`src/rtl/mfc_regs.svh`:
```
// register map and field positions of the fault settings bank
// assumes a word-wide ahb-lite slave decoding the low address byte
`ifndef MFC_REGS_SVH
`define MFC_REGS_SVH

`define MFC_SETTINGS_ADDR 8'h94
`define MFC_IRQ_STAT_ADDR 8'h98
`define MFC_IRQ_MASK_ADDR 8'h9c
`define MFC_SETTINGS_RST  32'h0000_0000
`define MFC_IRQ_RST       2'h0
`define MFC_TRANS_ACT     1
`define MFC_ADDR_F        7:0

`define MFC_PARITY_BIT    31
`define MFC_ABN_EN_BIT    30
`define MFC_SYNC_EN_BIT   29
`define MFC_NOMTR_EN_BIT  28
`define MFC_ABN_THR_F     27:24
`define MFC_SYNC_CNT_F    23:21
`define MFC_NOMTR_THR_F   20:18
`define MFC_OV_MODE_BIT   17
`define MFC_UPPER_F       16:14
`define MFC_UV_MODE_BIT   13
`define MFC_LOWER_F       12:10
`define MFC_RETRY_F       9:7
`define MFC_FLOOR_F       6:4
`define MFC_JUMP_F        3:2
`define MFC_DUTY_F        1:0

`define MFC_EV_CFG        0
`define MFC_EV_BAD        1
`define MFC_NEV           2

`define MFC_ABN_STEP      12'h0fa
`define MFC_SYNC_BASE     4'h2
`define MFC_DUTY_BASE     5'h0a
`define MFC_DUTY_STEP     5'h05

`endif

```
`src/rtl/mfc_pkg.sv`:
```
// types shared by the fault settings bank modules
// assumes mfc_regs.svh is on the include path
`include "mfc_regs.svh"
package mfc_pkg;
	typedef struct packed {
		logic [31:0]          settings;
		logic [`MFC_NEV-1:0]  irq_stat;
		logic [`MFC_NEV-1:0]  irq_mask;
		logic                 dph_wr;
		logic [7:0]           dph_addr;
		logic [31:0]          rdata;
	} mfc_state_t;

	typedef struct packed {
		logic [11:0] abn_hz;
		logic [3:0]  sync_cnt;
		logic [8:0]  nomtr_100uv;
		logic [5:0]  upper_v;
		logic [3:0]  lower_v;
		logic [4:0]  retry;
		logic [5:0]  floor_half_hz;
		logic [3:0]  jump;
		logic [4:0]  duty_permil;
	} mfc_dec_t;
endpackage

```
`src/rtl/mfc_decode.sv`:
```
// turns the stored field codes into engineering values for the supervisor
// assumes settings_in is the register's next value, so outputs track it
`timescale 1ns/1ps
`default_nettype none
`include "mfc_regs.svh"
module mfc_decode
	import mfc_pkg::*;
(
	input  wire logic        clk_in,
	input  wire logic        rst_in,
	input  wire logic [31:0] settings_in,
	output var mfc_dec_t     dec_out
);
	mfc_dec_t dec_r;
	mfc_dec_t dec_nxt;

	// lookups kept as constants, not stored tables
	function automatic logic [8:0] nomtr_lut(input logic [2:0] c);
		logic [71:0] t;
		t = {9'd400, 9'd300, 9'd250, 9'd200, 9'd125, 9'd100, 9'd75, 9'd50};
		return t[c*9 +: 9];
	endfunction

	function automatic logic [5:0] upper_lut(input logic [2:0] c);
		logic [47:0] t;
		t = {6'd60, 6'd50, 6'd40, 6'd35, 6'd30, 6'd25, 6'd20, 6'd0};
		return t[c*6 +: 6];
	endfunction

	function automatic logic [3:0] lower_lut(input logic [2:0] c);
		logic [31:0] t;
		t = {4'd15, 4'd12, 4'd10, 4'd9, 4'd8, 4'd7, 4'd6, 4'd0};
		return t[c*4 +: 4];
	endfunction

	function automatic logic [4:0] retry_lut(input logic [2:0] c);
		logic [39:0] t;
		t = {5'd20, 5'd15, 5'd10, 5'd7, 5'd5, 5'd3, 5'd2, 5'd0};
		return t[c*5 +: 5];
	endfunction

	function automatic logic [5:0] floor_lut(input logic [2:0] c);
		logic [47:0] t;
		t = {6'd50, 6'd30, 6'd20, 6'd10, 6'd6, 6'd4, 6'd2, 6'd1};
		return t[c*6 +: 6];
	endfunction

	always_comb
	begin
		dec_nxt.abn_hz        = 12'({8'h0, settings_in[`MFC_ABN_THR_F]} + 12'h1)
			* `MFC_ABN_STEP;
		dec_nxt.sync_cnt      = {1'b0, settings_in[`MFC_SYNC_CNT_F]} + `MFC_SYNC_BASE;
		dec_nxt.nomtr_100uv   = nomtr_lut(settings_in[`MFC_NOMTR_THR_F]);
		dec_nxt.upper_v       = upper_lut(settings_in[`MFC_UPPER_F]);
		dec_nxt.lower_v       = lower_lut(settings_in[`MFC_LOWER_F]);
		dec_nxt.retry         = retry_lut(settings_in[`MFC_RETRY_F]);
		dec_nxt.floor_half_hz = floor_lut(settings_in[`MFC_FLOOR_F]);
		dec_nxt.jump          = {1'b0, settings_in[`MFC_JUMP_F], 1'b0} + 4'h2;
		dec_nxt.duty_permil   = `MFC_DUTY_BASE
			+ 5'(settings_in[`MFC_DUTY_F] * `MFC_DUTY_STEP);
	end

	always_ff @(posedge clk_in or posedge rst_in)
	begin
		if (rst_in)
			dec_r <= '{abn_hz: 12'h0fa, sync_cnt: 4'h2, nomtr_100uv: 9'h032,
				upper_v: 6'h0, lower_v: 4'h0, retry: 5'h0,
				floor_half_hz: 6'h1, jump: 4'h2, duty_permil: 5'h0a};
		else
			dec_r <= dec_nxt;
	end

	assign dec_out = dec_r;
endmodule // mfc_decode
`default_nettype wire

```
`src/rtl/mfc_bank.sv`:
```
// fault supervision settings register with ahb-lite access and interrupt
// assumes a single ahb-lite master; zero wait states, always okay
`timescale 1ns/1ps
`default_nettype none
`include "mfc_regs.svh"
// Summary of operation
// - settings word at 0x94, zero after reset
// - bit 30 enables abnormal speed lock
// - bit 29 enables sync loss lock
// - bit 28 enables no motor lock
// - bits 27:24 give (n+1)*250 Hz
// - bits 23:21 give n+2 sync losses
// - bits 20:18 pick no motor sense voltage
// - bit 17 overvoltage latch or auto clear
// - bits 16:14 pick upper supply limit
// - bit 13 undervoltage latch or auto clear
// - bits 12:10 pick lower supply limit
// - bits 9:7 limit retry attempts
// - bits 6:4 pick lock floor speed
// - bits 3:2 give speed jump ratio
// - bits 1:0 give zero duty threshold
module mfc_bank
	import mfc_pkg::*;
(
	input  wire logic        CLK_IN,
	input  wire logic        RST_IN,
	input  wire logic        HSEL_IN,
	input  wire logic [31:0] HADDR_IN,
	input  wire logic [1:0]  HTRANS_IN,
	input  wire logic        HWRITE_IN,
	input  wire logic [2:0]  HSIZE_IN,
	input  wire logic        HREADY_IN,
	input  wire logic [31:0] HWDATA_IN,
	output logic      [31:0] HRDATA_OUT,
	output logic             HREADYOUT_OUT,
	output logic             HRESP_OUT,
	output logic             IRQ_OUT,
	output logic             PARITY_OUT,
	output logic             ABNORMAL_SPEED_LOCK_ENABLE_OUT,
	output logic             SYNC_LOSS_LOCK_ENABLE_OUT,
	output logic             NO_MOTOR_LOCK_ENABLE_OUT,
	output logic      [11:0] ABNORMAL_SPEED_THRESHOLD_HZ_OUT,
	output logic      [3:0]  SYNC_LOSS_COUNT_OUT,
	output logic      [8:0]  NO_MOTOR_CURRENT_THRESHOLD_100UV_OUT,
	output logic             OVERVOLTAGE_CLEAR_MODE_OUT,
	output logic      [5:0]  SUPPLY_UPPER_LIMIT_V_OUT,
	output logic             UNDERVOLTAGE_CLEAR_MODE_OUT,
	output logic      [3:0]  SUPPLY_LOWER_LIMIT_V_OUT,
	output logic      [4:0]  RETRY_LIMIT_OUT,
	output logic      [5:0]  LOCK_FLOOR_SPEED_HALF_HZ_OUT,
	output logic      [3:0]  SPEED_JUMP_RATIO_OUT,
	output logic      [4:0]  ZERO_SPEED_DUTY_THRESHOLD_PERMIL_OUT
);
	mfc_state_t s_r;
	mfc_state_t s_nxt;
	mfc_dec_t   dec;
	logic       addr_take;
	logic [`MFC_NEV-1:0] ev;
	logic [`MFC_NEV-1:0] clr;

	function automatic logic is_mapped(input logic [7:0] a);
		return (a == `MFC_SETTINGS_ADDR) || (a == `MFC_IRQ_STAT_ADDR)
			|| (a == `MFC_IRQ_MASK_ADDR);
	endfunction

	function automatic logic [31:0] rd_mux(input logic [7:0] a, input mfc_state_t s);
		logic [31:0] d;
		d = 32'h0;
		if (a == `MFC_SETTINGS_ADDR)
			d = s.settings;
		else if (a == `MFC_IRQ_STAT_ADDR)
			d[`MFC_NEV-1:0] = s.irq_stat;
		else if (a == `MFC_IRQ_MASK_ADDR)
			d[`MFC_NEV-1:0] = s.irq_mask;
		return d;
	endfunction

	// only the low byte is decoded, so the bank aliases every 256 bytes
	assign addr_take = HSEL_IN && HTRANS_IN[`MFC_TRANS_ACT] && HREADY_IN;

	always_comb
	begin
		s_nxt = s_r;
		ev    = '0;
		clr   = '0;
		// data phase of a write lands here
		if (s_r.dph_wr)
		begin
			unique case (s_r.dph_addr)
				`MFC_SETTINGS_ADDR:
				begin
					s_nxt.settings = HWDATA_IN;
					ev[`MFC_EV_CFG] = 1'b1;
				end
				`MFC_IRQ_STAT_ADDR:
					clr = HWDATA_IN[`MFC_NEV-1:0];
				`MFC_IRQ_MASK_ADDR:
					s_nxt.irq_mask = HWDATA_IN[`MFC_NEV-1:0];
				default:
					ev[`MFC_EV_BAD] = 1'b1;
			endcase
		end
		if (addr_take && !HWRITE_IN && !is_mapped(HADDR_IN[`MFC_ADDR_F]))
			ev[`MFC_EV_BAD] = 1'b1;
		// set wins over a clear in the same cycle
		s_nxt.irq_stat = (s_r.irq_stat & ~clr) | ev;
		s_nxt.dph_wr   = addr_take && HWRITE_IN;
		if (addr_take)
			s_nxt.dph_addr = HADDR_IN[`MFC_ADDR_F];
		// read data from next state, so a read right after a write sees it
		if (addr_take && !HWRITE_IN)
			s_nxt.rdata = rd_mux(HADDR_IN[`MFC_ADDR_F], s_nxt);
		else
			s_nxt.rdata = 32'h0;
	end

	always_ff @(posedge CLK_IN or posedge RST_IN)
	begin
		if (RST_IN)
		begin
			s_r.settings <= `MFC_SETTINGS_RST;
			s_r.irq_stat <= `MFC_IRQ_RST;
			s_r.irq_mask <= `MFC_IRQ_RST;
			s_r.dph_wr   <= 1'b0;
			s_r.dph_addr <= 8'h00;
			s_r.rdata    <= 32'h0;
		end
		else
			s_r <= s_nxt;
	end

	mfc_decode u_decode (
		.clk_in      (CLK_IN),
		.rst_in      (RST_IN),
		.settings_in (s_nxt.settings),
		.dec_out     (dec)
	);

	assign HRDATA_OUT    = s_r.rdata;
	assign HREADYOUT_OUT = 1'b1;
	assign HRESP_OUT     = 1'b0;
	assign IRQ_OUT       = |(s_r.irq_stat & s_r.irq_mask);

	assign PARITY_OUT                     = s_r.settings[`MFC_PARITY_BIT];
	assign ABNORMAL_SPEED_LOCK_ENABLE_OUT = s_r.settings[`MFC_ABN_EN_BIT];
	assign SYNC_LOSS_LOCK_ENABLE_OUT      = s_r.settings[`MFC_SYNC_EN_BIT];
	assign NO_MOTOR_LOCK_ENABLE_OUT       = s_r.settings[`MFC_NOMTR_EN_BIT];
	assign OVERVOLTAGE_CLEAR_MODE_OUT     = s_r.settings[`MFC_OV_MODE_BIT];
	assign UNDERVOLTAGE_CLEAR_MODE_OUT    = s_r.settings[`MFC_UV_MODE_BIT];

	assign ABNORMAL_SPEED_THRESHOLD_HZ_OUT      = dec.abn_hz;
	assign SYNC_LOSS_COUNT_OUT                  = dec.sync_cnt;
	assign NO_MOTOR_CURRENT_THRESHOLD_100UV_OUT = dec.nomtr_100uv;
	assign SUPPLY_UPPER_LIMIT_V_OUT             = dec.upper_v;
	assign SUPPLY_LOWER_LIMIT_V_OUT             = dec.lower_v;
	assign RETRY_LIMIT_OUT                      = dec.retry;
	assign LOCK_FLOOR_SPEED_HALF_HZ_OUT         = dec.floor_half_hz;
	assign SPEED_JUMP_RATIO_OUT                 = dec.jump;
	assign ZERO_SPEED_DUTY_THRESHOLD_PERMIL_OUT = dec.duty_permil;

	logic set_wr;
	assign set_wr = s_r.dph_wr && (s_r.dph_addr == `MFC_SETTINGS_ADDR);

	reset_zero_a: assert property (
		@(posedge CLK_IN) $fell(RST_IN) |-> (s_r.settings == 32'h0) && !IRQ_OUT
	) else $error("settings not zero after reset");

	abn_enable_a: assert property (
		@(posedge CLK_IN) disable iff (RST_IN)
		set_wr |=> ABNORMAL_SPEED_LOCK_ENABLE_OUT == $past(HWDATA_IN[30])
	) else $error("abnormal speed enable wrong");

	sync_enable_a: assert property (
		@(posedge CLK_IN) disable iff (RST_IN)
		(set_wr && HWDATA_IN[29]) ##1 !set_wr |-> SYNC_LOSS_LOCK_ENABLE_OUT
	) else $error("sync loss enable lost");

	nomtr_enable_a: assert property (
		@(posedge CLK_IN) disable iff (RST_IN)
		!set_wr |=> $stable(NO_MOTOR_LOCK_ENABLE_OUT)
	) else $error("no motor enable changed without write");

	abn_thr_map_a: assert property (
		@(posedge CLK_IN) disable iff (RST_IN)
		ABNORMAL_SPEED_THRESHOLD_HZ_OUT
			== 12'((s_r.settings[27:24] + 12'h1) * 12'd250)
	) else $error("abnormal speed threshold wrong");

	sync_count_map_a: assert property (
		@(posedge CLK_IN) disable iff (RST_IN)
		SYNC_LOSS_COUNT_OUT == {1'b0, s_r.settings[23:21]} + 4'h2
	) else $error("sync loss count wrong");

	nomtr_thr_map_a: assert property (
		@(posedge CLK_IN) disable iff (RST_IN)
		NO_MOTOR_CURRENT_THRESHOLD_100UV_OUT == (
			(s_r.settings[`MFC_NOMTR_THR_F] == 3'h0) ? 9'd50 :
			(s_r.settings[`MFC_NOMTR_THR_F] == 3'h1) ? 9'd75 :
			(s_r.settings[`MFC_NOMTR_THR_F] == 3'h2) ? 9'd100 :
			(s_r.settings[`MFC_NOMTR_THR_F] == 3'h3) ? 9'd125 :
			(s_r.settings[`MFC_NOMTR_THR_F] == 3'h4) ? 9'd200 :
			(s_r.settings[`MFC_NOMTR_THR_F] == 3'h5) ? 9'd250 :
			(s_r.settings[`MFC_NOMTR_THR_F] == 3'h6) ? 9'd300 :
			9'd400)
	) else $error("no motor threshold wrong");

	ov_mode_a: assert property (
		@(posedge CLK_IN) disable iff (RST_IN)
		set_wr |=> OVERVOLTAGE_CLEAR_MODE_OUT == $past(HWDATA_IN[17])
	) else $error("overvoltage mode wrong");

	upper_nolimit_a: assert property (
		@(posedge CLK_IN) disable iff (RST_IN)
		SUPPLY_UPPER_LIMIT_V_OUT == (
			(s_r.settings[`MFC_UPPER_F] == 3'h0) ? 6'd0 :
			(s_r.settings[`MFC_UPPER_F] == 3'h1) ? 6'd20 :
			(s_r.settings[`MFC_UPPER_F] == 3'h2) ? 6'd25 :
			(s_r.settings[`MFC_UPPER_F] == 3'h3) ? 6'd30 :
			(s_r.settings[`MFC_UPPER_F] == 3'h4) ? 6'd35 :
			(s_r.settings[`MFC_UPPER_F] == 3'h5) ? 6'd40 :
			(s_r.settings[`MFC_UPPER_F] == 3'h6) ? 6'd50 :
			6'd60)
	) else $error("upper limit wrong");

	uv_mode_a: assert property (
		@(posedge CLK_IN) disable iff (RST_IN)
		set_wr |=> UNDERVOLTAGE_CLEAR_MODE_OUT == $past(HWDATA_IN[13])
	) else $error("undervoltage mode wrong");

	lower_top_a: assert property (
		@(posedge CLK_IN) disable iff (RST_IN)
		SUPPLY_LOWER_LIMIT_V_OUT == (
			(s_r.settings[`MFC_LOWER_F] == 3'h0) ? 4'd0 :
			(s_r.settings[`MFC_LOWER_F] == 3'h1) ? 4'd6 :
			(s_r.settings[`MFC_LOWER_F] == 3'h2) ? 4'd7 :
			(s_r.settings[`MFC_LOWER_F] == 3'h3) ? 4'd8 :
			(s_r.settings[`MFC_LOWER_F] == 3'h4) ? 4'd9 :
			(s_r.settings[`MFC_LOWER_F] == 3'h5) ? 4'd10 :
			(s_r.settings[`MFC_LOWER_F] == 3'h6) ? 4'd12 :
			4'd15)
	) else $error("lower limit wrong");

	retry_map_a: assert property (
		@(posedge CLK_IN) disable iff (RST_IN)
		RETRY_LIMIT_OUT == (
			(s_r.settings[`MFC_RETRY_F] == 3'h0) ? 5'd0 :
			(s_r.settings[`MFC_RETRY_F] == 3'h1) ? 5'd2 :
			(s_r.settings[`MFC_RETRY_F] == 3'h2) ? 5'd3 :
			(s_r.settings[`MFC_RETRY_F] == 3'h3) ? 5'd5 :
			(s_r.settings[`MFC_RETRY_F] == 3'h4) ? 5'd7 :
			(s_r.settings[`MFC_RETRY_F] == 3'h5) ? 5'd10 :
			(s_r.settings[`MFC_RETRY_F] == 3'h6) ? 5'd15 :
			5'd20)
	) else $error("retry limit wrong");

	floor_map_a: assert property (
		@(posedge CLK_IN) disable iff (RST_IN)
		LOCK_FLOOR_SPEED_HALF_HZ_OUT == (
			(s_r.settings[`MFC_FLOOR_F] == 3'h0) ? 6'd1 :
			(s_r.settings[`MFC_FLOOR_F] == 3'h1) ? 6'd2 :
			(s_r.settings[`MFC_FLOOR_F] == 3'h2) ? 6'd4 :
			(s_r.settings[`MFC_FLOOR_F] == 3'h3) ? 6'd6 :
			(s_r.settings[`MFC_FLOOR_F] == 3'h4) ? 6'd10 :
			(s_r.settings[`MFC_FLOOR_F] == 3'h5) ? 6'd20 :
			(s_r.settings[`MFC_FLOOR_F] == 3'h6) ? 6'd30 :
			6'd50)
	) else $error("floor speed wrong");

	jump_ratio_a: assert property (
		@(posedge CLK_IN) disable iff (RST_IN)
		SPEED_JUMP_RATIO_OUT == {1'b0, s_r.settings[3:2], 1'b0} + 4'h2
	) else $error("speed jump ratio wrong");

	zero_duty_a: assert property (
		@(posedge CLK_IN) disable iff (RST_IN)
		ZERO_SPEED_DUTY_THRESHOLD_PERMIL_OUT
			== 5'd10 + 5'(s_r.settings[1:0] * 5'd5)
	) else $error("zero duty threshold wrong");

	readback_a: assert property (
		@(posedge CLK_IN) disable iff (RST_IN)
		set_wr ##1 (addr_take && !HWRITE_IN && HADDR_IN[7:0] == 8'h94)
			|=> HRDATA_OUT == $past(HWDATA_IN, 2)
	) else $error("settings readback wrong");

	irq_level_a: assert property (
		@(posedge CLK_IN) disable iff (RST_IN)
		(set_wr && s_r.irq_mask[`MFC_EV_CFG]) |=> IRQ_OUT
	) else $error("interrupt level wrong");

	// an unmapped read in the same cycle may set its flag again
	stat_clear_a: assert property (
		@(posedge CLK_IN) disable iff (RST_IN)
		(s_r.dph_wr && (s_r.dph_addr == `MFC_IRQ_STAT_ADDR) && !ev[`MFC_EV_BAD])
			|=> (s_r.irq_stat & $past(HWDATA_IN[`MFC_NEV-1:0])) == '0
	) else $error("status clear lost");

	bad_flag_a: assert property (
		@(posedge CLK_IN) disable iff (RST_IN)
		(addr_take && !HWRITE_IN && !is_mapped(HADDR_IN[`MFC_ADDR_F]))
			|=> s_r.irq_stat[`MFC_EV_BAD]
	) else $error("unmapped read not flagged");

	// read data stands for its data phase only
	rdata_idle_a: assert property (
		@(posedge CLK_IN) disable iff (RST_IN)
		!(addr_take && !HWRITE_IN) |=> HRDATA_OUT == 32'h0
	) else $error("read data outside data phase");

	mask_write_a: assert property (
		@(posedge CLK_IN) disable iff (RST_IN)
		(s_r.dph_wr && (s_r.dph_addr == `MFC_IRQ_MASK_ADDR))
			|=> s_r.irq_mask == $past(HWDATA_IN[`MFC_NEV-1:0])
	) else $error("mask write wrong");

	bad_write_a: assert property (
		@(posedge CLK_IN) disable iff (RST_IN)
		(s_r.dph_wr && !is_mapped(s_r.dph_addr)) |=> $stable(s_r.settings)
	) else $error("unmapped write changed settings");

	cfg_write_c: cover property (
		@(posedge CLK_IN) disable iff (RST_IN) set_wr
	);

	irq_raise_c: cover property (
		@(posedge CLK_IN) disable iff (RST_IN) $rose(IRQ_OUT)
	);

	bad_addr_c: cover property (
		@(posedge CLK_IN) disable iff (RST_IN) ev[`MFC_EV_BAD]
	);

	readback_c: cover property (
		@(posedge CLK_IN) disable iff (RST_IN) set_wr ##1 (addr_take && !HWRITE_IN)
	);

	irq_clear_c: cover property (
		@(posedge CLK_IN) disable iff (RST_IN) $fell(IRQ_OUT)
	);
endmodule // mfc_bank
`default_nettype wire

```
`config.mk`:
```
export PLATFORM = sky130hd
export DESIGN_NAME = mfc_bank
export DESIGN_NICKNAME = d
export VERILOG_FILES = /design/src/rtl/mfc_pkg.sv /design/src/rtl/mfc_decode.sv /design/src/rtl/mfc_bank.sv
export VERILOG_INCLUDE_DIRS = /design/src /design/src/rtl
export SDC_FILE = /design/constraint.sdc
export NUM_CORES = 1
export LEC_CHECK = 0
export BUFFER_PORTS_ARGS = -buffer_cell sky130_fd_sc_hd__buf_2
export CORE_UTILIZATION = 47
export DETAILED_ROUTE_END_ITERATION = 7
export PLACE_DENSITY = 0.76
export SLEW_MARGIN = 10
export SYNTH_ARGS = -nofsm -noshare
export SYNTH_HDL_FRONTEND = slang
export SYNTH_SLANG_ARGS = --single-unit
```
`constraint.sdc`:
```
create_clock -name CLK_IN -period 5.2 [get_ports CLK_IN]
set_input_delay 1.3 -clock CLK_IN [delete_from_list [all_inputs] [get_ports CLK_IN]]
set_output_delay 1.3 -clock CLK_IN [all_outputs]
set_load 0.005 [all_outputs]
```
==> flow_summary.json, run 1 <==
{
  "status": "finished, final reports clean",
  "port_buffers": 137,
  "io_pins": 170,
  "synth_ff_type": "dfrtp_1",
  "cp-start-kind": "register",
  "gp_congestion": 0.802,
  "synth_area_leaders": "dfrtp_1 49%, ha_1 7.8%, dfstp_2 6.3%, buf_4 5.2%, mux2i_1 4.3%",
  "n_fill_cell": 964,
  "die_w_um": 113,
  "postRouteWirelength_mm": 11.4,
  "yosysMostFrequentCell": "dfrtp_1",
  "cts.repair.resized": 0,
  "post-cts-setup-buffers": 0,
  "drt_iter0_drc": 129,
  "post_dp_cell_area_sq_um": 6440,
  "core_sq_um": 12000,
  "dp_slack_ns": 0.00744,
  "async_flop_share": 1.00,
  "end_kind": "register",
  "syn_area_per_cell_sq_um": 12.1,
  "period_share": 0.934,
  "final_max_slew_viol_count": 0,
  "grt_pass1_vias": 3866,
  "max_freq_ghz": 0.206,
  "synth_area_sq_um": 5800,
  "skew_ns": 0.00647,
  "critical_path_required_ns": 5.53,
  "crit_path_max_fanout": 5,
  "setup_viol_count_final": 0,
  "synth_top_area_cell": "dfrtp_1",
  "cp.arrival_ns": 5.19,
  "dieArea_sq_um": 12800,
  "final_nets": 723,
  "fin_ws_ns": 0.342,
  "cts_tree": "built",
  "antenna_found_initial": 1,
  "die_y_um": 113,
  "fin_area_sq_um": 7100,
  "drtAntennaViolNets": 0,
  "cap_violations": 0,
  "cts_buffers": 17,
  "hold_viol": 0,
  "p_per_area_nw_per_um2": 351,
  "ys_types": 53,
  "grt_pass1_wl_mm": 18.6,
  "ys_seq_elements": 127,
  "vias": 3732,
  "worstHoldPathType": "register to register",
  "start_util": 0.483,
  "criticalPathCategory": "register to register",
  "grt_use_total": 0.192,
  "wl_per_cell_um": 14.9,
  "max-vdd-ir-drop_v": 0.000210,
  "cts-root-buf": "clkbuf_16",
  "rsz0062_at_grt": "no",
  "rows": 40,
  "dp_hpwl_mm": 8.06,
  "netlist_instances": 480,
  "period_minus_slack_ns": 4.86,
  "power_leakage_nw": 3.84,
  "synth_edf_count": 0,
  "tightest_slew_ns": 0.696,
  "worstSkewPairLatency_ns": 0.41,
  "ctsHoldBuffers": 0,
  "finalSetupTns_ns": 0,
  "synth_seq_area_share": 0.551,
  "relSlewSlack": 0.523,
  "drc": 0,
  "clk_pin_slew_ns": 0.05,
  "whs_ns": 0.447,
  "p_total_w": 0.00249,
  "clock-sinks": 127,
  "synth_commonest_cells": "113 x dfrtp_1, 47 x inv_1, 40 x buf_4, 40 x nand2_1, 36 x ha_1",
  "via_per_inst": 4.89,
  "cts_htree_levels": 4,
  "drt-pass1-iter-count": 4,
  "drive_gt1_frac": 0.385,
  "area_delta_synth_final_pct": 22.3,
  "yosys_warnings": 0,
  "overflow": 0,
  "cts_max_path_buffers": 2,
  "num_antenna_cells": 0,
  "grt_max_degree": 54,
  "post-synth-top-area-fraction": 0.487
}
## critical path, stage by stage (launching register included)
cell,delay [ns]
dfrtp_1,0.39
nand4bb_4,0.29
nor3_4,0.24
buf_4,0.17
buf_4,0.13
mux2_2,0.38
xor2_1,0.20
fa_1,0.56
inv_1,0.10
fa_1,0.51
inv_1,0.05
fa_1,0.49
inv_1,0.04
ha_1,0.19
or4_1,0.52
o22ai_1,0.20
xnor2_1,0.16
xnor2_1,0.14
## metrics by stage
stage	utilization	cells
floorplan	-	482
global placement	0.536	730
detailed placement	0.536	730
CTS	0.590	762
global route	0.591	763
finish	0.591	763
## state kept, by name, summed over array words and instances, names as in the netlist
register	flops
ABNORMAL_SPEED_LOCK_ENABLE_OUT	1
HRDATA_OUT	32
NO_MOTOR_LOCK_ENABLE_OUT	1
OVERVOLTAGE_CLEAR_MODE_OUT	1
PARITY_OUT	1
SYNC_LOSS_LOCK_ENABLE_OUT	1
UNDERVOLTAGE_CLEAR_MODE_OUT	1
s_r	37
u_decode.dec_out	52
## path summary, 6_finish.rpt
path | cells after the start | endpoint | from | slack (ns)
max | 17 | u_decode.dec_out[54] | s_r[32] | 0.34
min | 1 | u_decode.dec_out[6] | s_r[47] | 0.45
max reg2reg | 17 | u_decode.dec_out[54] | s_r[32] | 0.34
min reg2reg | 1 | u_decode.dec_out[6] | s_r[47] | 0.45
max in group asynchronous | 3 | u_decode.dec_out[49] | RST_IN | 3.23
min in group asynchronous | 2 | u_decode.dec_out[25] | RST_IN | 0.98
## placed cells by master, fill, tap and decap left out, types with 2 or more instances in the layout
| cell | Yosys | routed |
|---|---|---|
| and3_1 | 2 | 2 |
| a211oi_1 | 3 | 3 |
| dfstp_2 | 14 | 14 |
| clkinv_2 | 0 | 2 |
| nor2_2 | 4 | 4 |
| o311ai_0 | 2 | 2 |
| a31oi_1 | 2 | 2 |
| nor2_1 | 32 | 32 |
| xor2_1 | 5 | 5 |
| a21oi_1 | 9 | 9 |
| buf_4 | 40 | 14 |
| nand3_1 | 7 | 7 |
| or3_1 | 4 | 4 |
| buf_2 | 0 | 137 |
| mux2i_1 | 25 | 24 |
| dfrtp_1 | 113 | 113 |
| o21a_1 | 4 | 4 |
| clkbuf_16 | 0 | 17 |
| clkinvlp_4 | 0 | 2 |
| ha_1 | 36 | 35 |
| clkbuf_8 | 0 | 5 |
| nor2b_1 | 5 | 5 |
| nand2_1 | 40 | 40 |
| bufinv_16 | 0 | 4 |
| conb_1 | 2 | 4 |
| a21o_1 | 3 | 3 |
| mux2_2 | 13 | 13 |
| nand2b_1 | 2 | 2 |
| fa_1 | 10 | 10 |
| o21ai_0 | 6 | 6 |
| inv_1 | 47 | 45 |
| xnor2_1 | 5 | 4 |
| nor3_1 | 3 | 3 |
| a21oi_2 | 11 | 11 |
## where the power goes
| group | switching, W | internal (W) |
|---|---|---|
| Clock | 0.000421 | 0.000865 |
| Sequential | 0.0000237 | 0.00103 |
| Combinational | 0.0000822 | 0.0000686 |
## final cells by class
class / instances / area, sq um / area share
clock buffer: 23 / 498 / 0.0702
multi-input combinational: 258 / 2090 / 0.295
clock inverter: 9 / 154 / 0.0217
inverter: 48 / 183 / 0.0257
sequential: 127 / 3200 / 0.450
timing repair buffer: 151 / 791 / 0.111
tap: 147 / 184 / 0.0259
## metal layers
layer	vias up	wire length, um	part of all wire	GRT usage
li1	1763	-	-	-
met1	1845	4830	0.43	0.229
met2	101	5710	0.50	0.321
met3	21	558	0.049	0.0530
met4	2	250	0.022	0.0939
met5	-	10	0.00088	0
## cell families after synthesis
| kind of cell | Yosys count | share of synthesized area |
|---|---|---|
| flops | 127 | 0.551 |
| xor+xnor | 10 | 0.0151 |
| buf+inv | 97 | 0.0938 |
| other cells | 2 | 0.00129 |
| simple gates | 113 | 0.102 |
| fa+ha+maj | 46 | 0.112 |
| compound gates | 47 | 0.0571 |
| mux | 38 | 0.0683 |
Note: power is estimated with default switching activity, not from simulation.
==> run 2: changes to the inputs <==
- CORE_UTILIZATION: 47 -> 56
- PLACE_DENSITY: 0.76 -> 0.85
- clock period: 5.2 -> 6 ns (I/O delays scaled with it)
==> flow_summary.json, run 2 (same netlist as run 1, synthesis figures left out) <==
{
  "grt_pass1_vias": 3861,
  "reg2reg_from": "s_r[32]",
  "dr_wl_met3_um": 550,
  "cp.arrival_ns": 5.78,
  "period_share": 0.892,
  "power_leakage_nw": 3.75,
  "die_w_um": 104,
  "grt_max_degree": 90,
  "drc": 0,
  "port_buffers": 137,
  "clock-sinks": 127,
  "rows": 36,
  "fin_ws_ns": 0.650,
  "ctsHoldBuffers": 0,
  "reg2reg_depth": 18,
  "combPwrFrac": 0.065,
  "drive_gt1_frac": 0.373,
  "cts-root-buf": "clkbuf_8",
  "dp_slack_ns": 0.371,
  "grt_pass1_wl_mm": 18.8,
  "cp-endpoint": "u_decode.dec_out[54]",
  "rsz0062_at_grt": "no",
  "dp_hpwl_mm": 7.76,
  "grt_use_total": 0.226,
  "worstHoldPathType": "register to register",
  "wl_met1_mm": 4.58,
  "largest_reg_flops": 52,
  "cts_max_path_buffers": 2,
  "swShare": 0.233,
  "cp-start-kind": "register",
  "cts.repair.resized": 0,
  "relSlewSlack": 0.297,
  "top_layer": "met4",
  "period_minus_slack_ns": 5.35,
  "dieArea_sq_um": 10800,
  "via_per_inst": 4.96,
  "p_seq_frac": 0.453,
  "clk_pin_slew_ns": 0.06,
  "tightest_slew_ns": 1.05,
  "crit_path_max_fanout": 12,
  "cap_violations": 0,
  "p_per_area_nw_per_um2": 291,
  "finalSetupTns_ns": 0,
  "ff2ff_setup_slack_ns": 0.65,
  "drt-pass1-iter-count": 5,
  "status": "finished, final reports clean",
  "skew_ns": 0.00705,
  "io_pins": 170,
  "p_int_w": 0.00155,
  "worstSkewPairLatency_ns": 0.51,
  "start_util": 0.586,
  "hold_viol": 0,
  "crit_start": "s_r[32]",
  "num_antenna_cells": 0,
  "dr_wl_met2_mm": 5.84,
  "max_freq_ghz": 0.187,
  "end_kind": "register",
  "gp_congestion": 0.878,
  "cts_htree_levels": 4,
  "p_sw_w": 0.000470,
  "core_sq_um": 9910,
  "cts_tree": "built",
  "drt_iter0_drc": 127,
  "criticalPathCategory": "register to register",
  "vias": 3681,
  "post-cts-setup-buffers": 0,
  "setup_viol_count_final": 0,
  "mostFrequentLayoutCell": "buf_2",
  "clockPowerShare": 0.482,
  "max-vdd-ir-drop_v": 0.000179,
  "cts_buffers": 17,
  "area_delta_synth_final_pct": 19.4,
  "final_nets": 716,
  "die_y_um": 104,
  "final_cell_mix": "137 x buf_2, 113 x dfrtp_1, 46 x inv_1",
  "postRouteWirelength_mm": 11.1,
  "drtAntennaViolNets": 0,
  "overflow": 0,
  "final_max_slew_viol_count": 0,
  "wl_per_cell_um": 14.9,
  "reg2reg_to": "u_decode.dec_out[54]",
  "critical_path_required_ns": 6.43,
  "antenna_found_initial": 0
}
==> run 2: worst min-delay path by stage <==
stage,to,from,slack (ns),cells past startpoint
global placement,u_decode.dec_out[6],s_r[47],0.42,1
detailed placement,u_decode.dec_out[6],s_r[47],0.42,1
floorplan,u_decode.dec_out[40],s_r[67],0.40,1
finish,u_decode.dec_out[6],s_r[47],0.43,1
global route,u_decode.dec_out[6],s_r[47],0.45,1
CTS,u_decode.dec_out[6],s_r[47],0.43,1
==> run 2: through the flow <==
| stage | std cells | hold WS [ns] | util | power, W | cell area, sq um |
|---|---|---|---|---|---|
| CTS | 742 | 0.432 | 0.699 | 0.00204 | 6930 |
| global route | 742 | 0.451 | 0.699 | 0.00210 | 6930 |
| floorplan | 482 | 0.401 | - | 0.00100 | 5810 |
| finish | 742 | 0.427 | 0.699 | 0.00202 | 6930 |
| global placement | 710 | 0.415 | 0.641 | 0.00105 | 6350 |
| detailed placement | 710 | 0.423 | 0.641 | 0.00106 | 6350 |
==> run 2: worst max-delay path, stage by stage, from the launching register on <==
cell and delay [ns]:
dfrtp_1 0.39, nand4bb_4 0.29, nor3_4 0.27, buf_4 0.29, mux2_2 0.40, ha_1 0.28
xnor2_1 0.23, inv_1 0.11, fa_1 0.54, inv_1 0.11, fa_1 0.52, inv_1 0.05
fa_1 0.49, inv_1 0.04, ha_1 0.19, or4_1 0.52, o22ai_1 0.23, xnor2_1 0.16
xnor2_1 0.13
==> run 2: cell type report <==
cell class	count	area [sq um]
sequential	127	3200
fill	707	2980
multi-input combinational	258	2070
timing repair buffer	144	738
clock buffer	17	414
inverter	48	183
tap	133	166
clock inverter	15	161
==> run 2: routing by layer <==
metal / track usage / vias to the layer above
met1: 0.272 / 1813
met5: 0 / -
met2: 0.392 / 104
met4: 0.0694 / 0
li1: - / 1756
met3: 0.0667 / 8
==> run 2: power by group through the flow <==
stage          Combinational [W]  Clock [W]  Sequential, W
6_report                0.000131   0.000972       0.000913
5_1_grt                 0.000148    0.00104       0.000915
4_1_cts                 0.000134   0.000994       0.000912
3_5_place_dp            0.000132          0       0.000927
3_3_place_gp            0.000127          0       0.000925
2_1_floorplan          0.0000813          0       0.000924
==> run 3: changes to the inputs <==
- CELL_PAD_IN_SITES_DETAIL_PLACEMENT: default -> 1
- CELL_PAD_IN_SITES_GLOBAL_PLACEMENT: default -> 1
- CORE_UTILIZATION: 56 -> 44
- PLACE_DENSITY: 0.85 -> 0.86
==> flow_summary.json, run 3 (same netlist as run 1, synthesis figures left out) <==
{
  "criticalPathCategory": "register to register",
  "reg2reg_to": "u_decode.dec_out[54]",
  "mostFrequentLayoutCell": "buf_2",
  "core_sq_um": 12700,
  "clk_pin_slew_ns": 0.06,
  "grt_use_total": 0.214,
  "p_sw_w": 0.000465,
  "crit_path_max_fanout": 7,
  "p_int_w": 0.00169,
  "drtAntennaViolNets": 0,
  "power_leakage_nw": 3.79,
  "path_common_cell": "inv_1",
  "vias": 3750,
  "tightest_slew_ns": 1.02,
  "drive_gt1_frac": 0.367,
  "max-vdd-ir-drop_v": 0.000142,
  "cp-endpoint": "u_decode.dec_out[54]",
  "crit_start": "s_r[32]",
  "drt_iter0_drc": 111,
  "cts_buffers": 17,
  "grt_max_degree": 85,
  "swShare": 0.216,
  "status": "finished, final reports clean",
  "largest_reg_flops": 52,
  "max_stage_delay_ns": 0.56,
  "final_nets": 714,
  "finalSetupTns_ns": 0,
  "cts-root-buf": "clkbuf_16",
  "clockPowerShare": 0.514,
  "dieArea_sq_um": 13700,
  "grt_pass1_vias": 4256,
  "drt-pass1-iter-count": 4,
  "whs_ns": 0.435,
  "skew_ns": 0.00665,
  "dp_hpwl_mm": 9.43,
  "final_cell_mix": "137 x buf_2, 113 x dfrtp_1, 46 x inv_1",
  "num_antenna_cells": 0,
  "die_w_um": 117,
  "io_pins": 170,
  "period_share": 0.917,
  "reg2reg_depth": 17,
  "area_delta_synth_final_pct": 21.2,
  "antenna_found_initial": 0,
  "cts_max_path_buffers": 2,
  "p_per_area_nw_per_um2": 307,
  "end_kind": "register",
  "grt_pass1_wl_mm": 21.5,
  "cp.arrival_ns": 5.84,
  "postRouteWirelength_mm": 13.4,
  "overflow": 0,
  "path_cells": "nand4bb_4 -> nor3_4 -> mux2_2 -> ha_1 -> xnor2_1 -> inv_1 -> fa_1 -> inv_1 -> fa_1 -> inv_1 -> fa_1 -> inv_1 -> ha_1 -> or4_1 -> o22ai_1 -> xnor2_1 -> xnor2_1",
  "crit_cells": 17,
  "start_util": 0.456,
  "slowest_stage": "fa_1",
  "die_y_um": 117,
  "critical_path_required_ns": 6.34,
  "relSlewSlack": 0.317,
  "cts_htree_levels": 4,
  "reg2reg_from": "s_r[32]",
  "cap_violations": 0,
  "crit_buf_inv": 4,
  "ff2ff_setup_slack_ns": 0.50,
  "drc": 0,
  "final_max_slew_viol_count": 0,
  "cp-start-kind": "register",
  "clock-sinks": 127,
  "p_seq_frac": 0.424,
  "max_freq_ghz": 0.182,
  "wl_per_cell_um": 17.2,
  "via_per_inst": 4.81,
  "ctsHoldBuffers": 0,
  "period_minus_slack_ns": 5.50,
  "post-cts-setup-buffers": 0,
  "cts.repair.resized": 0,
  "cts_tree": "built",
  "gp_congestion": 0.792,
  "setup_viol_count_final": 0,
  "worstHoldPathType": "register to register",
  "port_buffers": 137,
  "rsz0062_at_grt": "no",
  "hold_viol": 0,
  "rows": 41,
  "worstSkewPairLatency_ns": 0.42,
  "combPwrFrac": 0.062,
  "path_delay_family": "adder cells"
}
-- run 3: changes by cell type in the layout (fill, tap and decap cells not counted) --
cell        before  now
buf_4            7    5
clkbuf_16       16   17
bufinv_16        2    4
clkbuf_1         0    2
clkbuf_8         1    4
clkinv_4         4    2
clkinvlp_4       4    1
inv_6            3    0
-- run 3: power groups by stage --
stage / Combinational, W / Clock, W / Sequential, W
after global placement: 0.000128 / 0 / 0.000925
after global routing: 0.000153 / 0.00116 / 0.000918
after detailed placement: 0.000136 / 0 / 0.000928
final: 0.000134 / 0.00111 / 0.000914
after floorplan: 0.0000813 / 0 / 0.000924
after CTS: 0.000138 / 0.00113 / 0.000914
-- run 3: per-stage QoR --
stage	std cells	power (W)	cell area [sq um]	util	setup slack, ns
finish	779	0.00216	7030	0.553	0.500
global route	779	0.00223	7030	0.553	0.0983
floorplan	482	0.00100	5810	-	0.391
detailed placement	747	0.00106	6390	0.502	0.182
global placement	747	0.00105	6390	0.502	0.280
CTS	779	0.00218	7030	0.553	0.404
-- run 3: final cells by class --
cell class                      count  area (sq um)
Clock inverter                      9           155
Multi-Input combinational cell    258          2070
Clock buffer                       23           488
Tap cell                          172           215
Sequential cell                   127          3200
Inverter                           48           183
Timing Repair Buffer              142           723
Fill cell                        1386          5690
-- run 3: worst min-delay path by stage --
stage / start / to / slack (ns) / cells past startpoint
2_1_floorplan: s_r[67] / u_decode.dec_out[40] / 0.40 / 1
3_3_place_gp: s_r[67] / u_decode.dec_out[40] / 0.41 / 1
3_5_place_dp: s_r[47] / u_decode.dec_out[6] / 0.43 / 1
4_1_cts: s_r[47] / u_decode.dec_out[6] / 0.44 / 1
5_1_grt: s_r[47] / u_decode.dec_out[6] / 0.45 / 1
6_report: s_r[47] / u_decode.dec_out[6] / 0.44 / 1
-- run 3: metal layers --
metal / share of wire / global-route usage / vias to the layer above
li1: - / - / 1757
met1: 0.39 / 0.234 / 1855
met2: 0.54 / 0.388 / 110
met3: 0.043 / 0.0566 / 28
met4: 0.025 / 0.101 / 0
met5: 0 / 0 / -
